<file path="src/pkg/fbd_defines.vh">
// Constants for the five-bit reference converter control block
`ifndef FBD_DEFINES_VH
`define FBD_DEFINES_VH
`define FBD_ADDR_W         4
`define FBD_OFF_CTRL       4'h0
`define FBD_OFF_LEVEL      4'h1
`define FBD_OFF_STATUS     4'h2
`define FBD_BIT_EN         7
`define FBD_BIT_ROUTE1     5
`define FBD_BIT_ROUTE2     4
`define FBD_PSS_HI         3
`define FBD_PSS_LO         2
`define FBD_NSS_HI         1
`define FBD_NSS_LO         0
`define FBD_CTRL_MASK      8'hBF
`define FBD_LEVEL_MASK     8'h1F
`define FBD_CTRL_RST       8'h00
`define FBD_LEVEL_RST      5'h00
`define FBD_LEVEL_BITS     5
`define FBD_LEVELS         32
`define FBD_PSS_SUPPLY     2'h0
`define FBD_PSS_REFPIN     2'h1
`define FBD_PSS_FIXED      2'h2
`define FBD_NSS_GROUND     2'h0
`define FBD_NSS_REF0       2'h1
`define FBD_NSS_REF1       2'h2
`endif

</file>
<file path="src/verilog/fbd_dac_ctrl.v">
// Register file and analog control for one five-bit converter instance
`timescale 1ns/1ns
`include "fbd_defines.vh"
module fbd_dac_ctrl #(
	parameter HAS_REF1 = 1
) (
	input  wire                    core_clk,
	input  wire                    rstn,
	input  wire                    ce,
	input  wire [`FBD_ADDR_W-1:0]  addr,
	input  wire [7:0]              wdata,
	input  wire                    wr,
	input  wire                    rd,
	output reg  [7:0]              rdata,
	input  wire                    sleep,
	input  wire [1:0]              gpio_out,
	input  wire [1:0]              gpio_oe_n,
	input  wire [1:0]              pad_in,
	output wire [1:0]              pad_out,
	output wire [1:0]              pad_oe_n,
	output wire [1:0]              gpio_in,
	output wire [1:0]              converter_output_pin,
	output reg                     ladder_enable,
	output reg  [4:0]              ladder_tap,
	output reg  [1:0]              positive_source_select,
	output reg  [1:0]              negative_source_select
);
	////////////////////////////////////////////////////////////////////
	reg  [7:0] converter_control_reg;
	reg  [4:0] converter_level_reg;
	wire       wr_ctrl;
	wire       wr_level;
	wire [1:0] pin_route_enable;
	wire       pin_route_enable_first;
	wire       pin_route_enable_second;

	function [1:0] fbd_fix_sel;
		input [1:0] code;
		input       allow_two;
		begin
			// Reserved codes fall back to the default source
			if (code == 2'h3 || (code == 2'h2 && !allow_two))
				fbd_fix_sel = 2'h0;
			else
				fbd_fix_sel = code;
		end
	endfunction

	assign wr_ctrl  = wr && (addr == `FBD_OFF_CTRL);
	assign wr_level = wr && (addr == `FBD_OFF_LEVEL);

	////////////////////////////////////////////////////////////////////
	// Sleep deliberately feeds only the status readback in rdata: contents survive
	// wake-up and the ladder keeps running, at a current cost.
	always @(posedge core_clk) begin
		if (!rstn) begin
			converter_control_reg <= `FBD_CTRL_RST;
			converter_level_reg   <= `FBD_LEVEL_RST;
		end else if (ce) begin
			if (wr_ctrl)
				converter_control_reg <= wdata & `FBD_CTRL_MASK;
			if (wr_level)
				converter_level_reg <= wdata[`FBD_LEVEL_BITS-1:0];
		end
	end

	assign pin_route_enable_first  = converter_control_reg[`FBD_BIT_ROUTE1];
	assign pin_route_enable_second = converter_control_reg[`FBD_BIT_ROUTE2];
	assign pin_route_enable = {pin_route_enable_second,
		pin_route_enable_first};

	////////////////////////////////////////////////////////////////////
	// Analog controls registered so the ladder sees glitch-free codes
	always @(posedge core_clk) begin
		if (!rstn) begin
			ladder_enable          <= 1'b0;
			ladder_tap             <= 5'h00;
			positive_source_select <= `FBD_PSS_SUPPLY;
			negative_source_select <= `FBD_NSS_GROUND;
		end else if (ce) begin
			ladder_enable <= converter_control_reg[`FBD_BIT_EN];
			// Tap k of 32 gives span*k/32 above the negative source
			ladder_tap <= converter_level_reg;
			positive_source_select <= fbd_fix_sel(
				converter_control_reg[`FBD_PSS_HI:`FBD_PSS_LO],
				1'b1);
			negative_source_select <= fbd_fix_sel(
				converter_control_reg[`FBD_NSS_HI:`FBD_NSS_LO],
				HAS_REF1 != 0);
		end
	end

	////////////////////////////////////////////////////////////////////
	genvar gi;
	generate
		for (gi = 0; gi < 2; gi = gi + 1) begin : g_pin
			fbd_pin_gate u_pin (
				.core_clk       (core_clk),
				.rstn           (rstn),
				.ce             (ce),
				.route_en       (pin_route_enable[gi]),
				.gpio_out       (gpio_out[gi]),
				.gpio_oe_n      (gpio_oe_n[gi]),
				.pad_in         (pad_in[gi]),
				.pad_out        (pad_out[gi]),
				.pad_oe_n       (pad_oe_n[gi]),
				.analog_connect (converter_output_pin[gi]),
				.gpio_in        (gpio_in[gi])
			);
		end
	endgenerate

	////////////////////////////////////////////////////////////////////
	always @(posedge core_clk) begin
		if (!rstn) begin
			rdata <= 8'h00;
		end else if (ce) begin
			rdata <= 8'h00;
			if (rd) begin
				case (addr)
				`FBD_OFF_CTRL:   rdata <= converter_control_reg;
				`FBD_OFF_LEVEL:  rdata <= {3'h0, converter_level_reg};
				`FBD_OFF_STATUS: rdata <= {2'h0, converter_output_pin,
					2'h0, sleep, ladder_enable};
				default:         rdata <= 8'h00;
				endcase
			end
		end
	end
endmodule

</file>
<file path="src/verilog/fbd_pin_gate.v">
// Pin override for one converter output pin
`timescale 1ns/1ns
module fbd_pin_gate (
	input  wire core_clk,
	input  wire rstn,
	input  wire ce,
	input  wire route_en,
	input  wire gpio_out,
	input  wire gpio_oe_n,
	input  wire pad_in,
	output wire pad_out,
	output wire pad_oe_n,
	output wire analog_connect,
	output wire gpio_in
);
	wire pad_sync;
	fbd_sync2 u_sync (
		.core_clk (core_clk),
		.rstn     (rstn),
		.ce       (ce),
		.din      (pad_in),
		.dout     (pad_sync)
	);
	// Routing kills the digital driver and the input detector
	assign analog_connect = route_en;
	assign pad_oe_n = route_en ? 1'b1 : gpio_oe_n;
	assign pad_out  = route_en ? 1'b0 : gpio_out;
	assign gpio_in  = route_en ? 1'b0 : pad_sync;
endmodule

</file>
<file path="src/verilog/fbd_sync2.v">
// Two-flop synchroniser for a level arriving from a pin
`timescale 1ns/1ns
module fbd_sync2 (
	input  wire core_clk,
	input  wire rstn,
	input  wire ce,
	input  wire din,
	output wire dout
);
	reg meta_reg;
	reg sync_reg;
	always @(posedge core_clk) begin
		if (!rstn) begin
			meta_reg <= 1'b0;
			sync_reg <= 1'b0;
		end else if (ce) begin
			meta_reg <= din;
			sync_reg <= meta_reg;
		end
	end
	assign dout = sync_reg;
endmodule
</file>
<file path="config.mk">
export PLATFORM = sky130hd
export DESIGN_NAME = fbd_dac_ctrl
export DESIGN_NICKNAME = d
export VERILOG_FILES = /design/src/verilog/fbd_dac_ctrl.v /design/src/verilog/fbd_pin_gate.v /design/src/verilog/fbd_sync2.v
export VERILOG_INCLUDE_DIRS = /design/src /design/src/pkg
export SDC_FILE = /design/constraint.sdc
export NUM_CORES = 1
export LEC_CHECK = 0
export ABC_AREA = 1
export CAP_MARGIN = 20
export CORE_UTILIZATION = 40
export DETAILED_ROUTE_END_ITERATION = 8
export DONT_BUFFER_PORTS = 1
export GPL_TIMING_DRIVEN = 0
export PLACE_DENSITY_LB_ADDON = 0.1
export SLEW_MARGIN = 20
export SYNTH_ARGS = -nofsm -noshare
export SYNTH_HDL_FRONTEND = slang
export SYNTH_SLANG_ARGS = --single-unit
</file>
<file path="constraint.sdc">
create_clock -name core_clk -period 3.2 [get_ports core_clk]
set_clock_uncertainty 0.2 [all_clocks]
set_input_delay 0.48 -clock core_clk [delete_from_list [all_inputs] [get_ports core_clk]]
set_output_delay 0.48 -clock core_clk [all_outputs]
set_load 0.1 [all_outputs]
</file>
Word-level counts from Yosys, hierarchy flattened
Cells that the tools add are included.
Word-level totals
  output and inout bits: 26
  bits in writable memories: 0
  register bits: 34
  word-level logic and storage cells: 30
  bits in latches: 0
  bits in read-only memories: 0
  input port bits: 24
  memories: 0
Cells by class
  shifts and indexed selects: 0
  divide/modulo/power cells: 0
  magnitude comparators: 0
  mux-type cells: 10
  eq/ne operators: 4
  reductions and logical operators: 5
  bitwise gates (word level): 0
  multiply operators: 0
  add/subtract/negate cells: 0
Operator list (count)
  8-bit case mux with 3 select lines: 1
  8-bit 2-to-1 mux: 1
  1-bit 2-to-1 mux: 6
  2-bit equality test (second input constant): 2
  4-bit by 1-bit equality test with 1-bit output (second input constant): 1
  4-bit by 2-bit equality test with 1-bit output (second input constant): 1
  4-bit logical NOT: 1
  2-bit 2-to-1 mux: 2
  2-bit AND reduction: 2
  1-bit logical AND: 2

Logic depth before layout (Yosys ltp)
  depth after elaboration: 3
  gate-level depth with buffers: 6
  mapped depth without buffers: 6

Hierarchy
Synthesis repeated with hierarchy kept, for this count alone.
Second synthesis, totals
  cell total of the unflattened synthesis: 195
  area, all modules: 1453.9 µm²
Modules (own cells, without submodules)
  fbd_dac_ctrl: sequential area each 580.6 µm², area an instance 1226.2 µm², times used 1, cells an instance 155
  fbd_sync2: sequential area each 40.0 µm², area an instance 80.1 µm², times used 2, cells an instance 12
  fbd_pin_gate: sequential area each 0.0 µm², area an instance 33.8 µm², times used 2, cells an instance 8

Least setup slack after synthesis
OpenSTA, ideal clock, no wires.
  kind: input to output
  from: input port gpio_oe_n[0]
  to: output port pad_oe_n[0]
  slack: 1555 ps
  data required time: 2520 ps
  data arrival time: 965 ps
  cell stages on the path: 2
  buffers on the path: 1
  path through: or2_2 -> buf_4
On the way
  cells in the longest elaborated chain, start to end: 1
RTL lines
  start: declaration: line fbd_dac_ctrl.v:17  | input wire [1:0] gpio_oe_n,
  1-bit 2-to-1 mux: line fbd_pin_gate.v:26  | assign pad_oe_n = route_en ? 1'b1 : gpio_oe_n;
  end: declaration: line fbd_dac_ctrl.v:20  | output wire [1:0] pad_oe_n,
Every way passes these cells.

Worst setup path in the final report
  from: register ladder_enable
  to: output port ladder_enable
RTL lines
  start: declaration: line fbd_dac_ctrl.v:23  | output reg ladder_enable,
  start signal: assignment: line fbd_dac_ctrl.v:81  | ladder_enable <= converter_control_reg[`FBD_BIT_EN];
No word-level cell between the ends.

==> run summary <==
The total area inside the core boundary comes to 3420 um2. Counting flops with an async set or reset pin after synthesis yields a share of 0%. Timing would allow up to 492 MHz.

Data arrives at the worst endpoint at 1350 ps. The required time reported for the critical path endpoint is 2520 ps. The post-synthesis cell type count was 27.

After detailed routing, the average wire length per cell comes to 13.9 um. The remaining design rule violation count is 0. In this run, the combinational gates consume 12.6% of the power. The die area is 3920 um2, and the first-pass iteration count of the detailed router is 4. The tree is rooted in a sky130_fd_sc_hd__clkbuf_4. The later pin in the worst-skew pair is clocked with a latency of 340 ps.

The tool flagged a number of max-cap violations equal to 0. Across every metal layer, demand over resource in global routing totals 18.9%. The final critical path takes up 63.5% of the cycle.

Setup total negative slack on the finished layout was measured at 0 ps. Entering global routing, the biggest net connects 11 pins. The largest total area in the synthesized netlist belongs to sky130_fd_sc_hd__dfxtp_1. Ranked by total cell area, the synthesized netlist is headed by sky130_fd_sc_hd__dfxtp_1, sky130_fd_sc_hd__a21oi_1, sky130_fd_sc_hd__nand3_1, sky130_fd_sc_hd__o21ai_0, sky130_fd_sc_hd__buf_4. The number of fill cells in the layout was 360; the total number of clock tree sinks was 33. The tools report the startpoint of the lowest-slack register-to-register path as ladder_enable. Detailed placement finished with a half-perimeter wire length of 2490 um. In this run, flip-flops and latches consume 57.5% of the power. At the pin with the least slew margin, the transition time is 1030 ps. Clock-pin slew was measured on the worst setup and hold paths at 100 ps.

The final critical path time including I/O delays and setup was 2030 ps. The endpoint of the worst-slack reg-to-reg timing path was rdata[0]. Internal power comes to 549 uW. TritonCTS built the clock tree. The floorplan step set the die width to 62.6 um. The maximum clock path buffer count was 2. 50 I/O pins were placed.

Number of buffers added for setup after CTS: 0. The startpoint identified for the worst hold timing path is rstn. The tools report the setup slack of the worst register-to-register path as 1460 ps.

The repair_antennas step left the layout with diodes totalling 0. Synthesis produced 186 cells. The logs give 5 for the number of buffers inserted during clock tree synthesis and 0 for the max-slew violation count. In the synthesized netlist the dominant register cell turns out to be sky130_fd_sc_hd__dfxtp_1. The total overflow left after global routing is 0. Type of the worst setup path: reg -> out.

The H-tree generated during clock tree synthesis spans 2 levels. The number of failing hold endpoints at the final stage came out at 0. STA classifies the critical path startpoint as a flop. The share of final-layout standard cells stronger than drive strength 1 is 17.1%, and the worst ir drop on vdd is 0.221 mV.

In this run, synthesis inferred 0 flip-flops with an integrated enable. The path with the worst hold slack has its endpoint at ladder_tap[1]. For this design the static power due to leakage is 0.618 nW. The tools report the count of hold buffers inserted by post-cts repair as 0.

Die boundary height: 62.6 um. Synthesis produced a netlist with a net count of 210. Of the total power, the share spent switching nets is 32.2%.

The initial utilization of the core area, before any placement, comes to 43.0%. The flip-flop and latch count after synthesis was 33. The worst hold path was traced through 2 stages.

Number of input and output port buffers inserted: 0. Routability-driven placement finished with a final weighted congestion of 0.805. The first global-routing pass estimated 5640 um of wire.

Wires add up to 3330 um. The highest net fanout along the worst path was 3; the number of global-route vias before repair was 1172. The final route contains 1207 vias. The power density over the cells came out at 512 nW/um2.

Once detail routing completed, the nets flagged for antenna violations numbered 0. Using the TritonRoute via totals, the vias-per-cell ratio works out to 5.05. After synthesis, the mean cell area works out to 7.90 um2. The synthesized netlist occupies a cell area of 1470 um2.

The tightest min-delay check is of the in -> reg type. By count the netlist is led by sky130_fd_sc_hd__dfxtp_1, sky130_fd_sc_hd__a21oi_1, sky130_fd_sc_hd__nor2_1. After clock tree synthesis, the repair step resized 0 gates. Headroom to the max-slew limit came out at 31.1%. The number of antenna violations at the first check in global routing is 0. Setup violations remaining at the end of the flow were counted as 0. The total of warnings raised by yosys is 0. The portion of the post-synthesis area used by sequential elements is 45.0%, and the proportion of netlist area held by the largest area contributor is 45.0%. The clock network burns 29.9% of the power. The area added between synthesis and finish came out at 7.67%. The number of DRC violations after detailed-routing iteration 0 was 33; the core occupancy in the finished layout was 46.3%. The floorplan has 21 rows.

The net switching power figure is 260 uW. Setup repair after global routing left no endpoint under its margin. The most frequently used cell type in the post-synthesis netlist was sky130_fd_sc_hd__dfxtp_1.

The flow ran to the end, and the final reports show no timing, DRC or antenna violations. For the worst flop-to-flop path, the logic depth is 4. Endpoint class of the critical path: an output pin. The final layout contains 217 nets.
-- per-layer routing --
| metal | global-route usage (%) | routed length [um] | vias up |
|---|---|---|---|
| met5 | 0 | 0 | - |
| met1 | 22.3 | 1520 | 539 |
| met3 | 10.2 | 304 | 2 |
| met4 | 6.98 | 23 | 0 |
| met2 | 28.8 | 1480 | 42 |
| li1 | - | - | 624 |
-- worst max-delay path by stage --
stage             startpoint            end  slack, ps  cells past startpoint
6_report       ladder_enable  ladder_enable       1170                      0
5_1_grt        ladder_enable  ladder_enable       1130                      0
4_1_cts        ladder_enable  ladder_enable       1160                      0
3_5_place_dp   ladder_enable       rdata[0]       1500                      4
3_3_place_gp   ladder_enable       rdata[0]       1480                      4
2_1_floorplan   gpio_oe_n[0]    pad_oe_n[0]       1560                      2
-- layout make-up --
class	instances	area (um2)	share of cell area [%]
plain buffers	15	104	6.57
well taps	46	57.6	3.64
flip-flops and latches	33	661	41.8
multi-input cells	123	648	41.0
inverters	15	56.3	3.56
clock buffers	7	55.1	3.48
-- cells in the final DEF, fill, tap and decap left out, drive strengths merged --
| master | synthesis | layout |
|---|---|---|
| a21oi | 23 | 23 |
| a22oi | 1 | 1 |
| buf | 14 | 14 |
| clkbuf | 1 | 8 |
| clkinv | 2 | 2 |
| conb | 1 | 1 |
| dfxtp | 33 | 33 |
| inv | 13 | 13 |
| nand2 | 18 | 18 |
| nand3 | 18 | 18 |
| nand4 | 1 | 1 |
| nor2 | 25 | 25 |
| nor3 | 8 | 8 |
| o211a | 1 | 1 |
| o21ai | 25 | 25 |
| or2 | 2 | 2 |
-- per-stage QoR --
stage / cell area (um2) / instances / power [mW] / setup WS, ps / hold slack [ps]
6_report: 1580 / 239 / 0.809 / 1170 / 74.6
5_1_grt: 1580 / 239 / 0.844 / 1130 / 43.4
4_1_cts: 1580 / 239 / 0.817 / 1160 / 62.0
3_5_place_dp: 1530 / 232 / 0.578 / 1500 / 250
3_3_place_gp: 1530 / 232 / 0.576 / 1480 / 251
2_1_floorplan: 1470 / 186 / 0.564 / 1560 / 235
-- power by group through the flow --
stage / Combinational (mW) / Sequential [mW] / Clock, mW
floorplan: 0.0910 / 0.473 / 0
global placement: 0.101 / 0.475 / 0
detailed placement: 0.102 / 0.475 / 0
CTS: 0.102 / 0.466 / 0.249
global route: 0.109 / 0.467 / 0.268
finish: 0.102 / 0.466 / 0.242
-- cells by family (layout without fill, tap and decap cells) --
logic type | Yosys count | count (layout) | share of synthesized area (%)
AOI/OAI and AO/OA | 50 | 50 | 18.1
buffers and inverters | 30 | 37 | 10.9
DFF | 33 | 33 | 45.0
and+or+nand+nor | 72 | 72 | 25.8
other | 1 | 1 | 0.255
(Power assumes the default switching activity.)
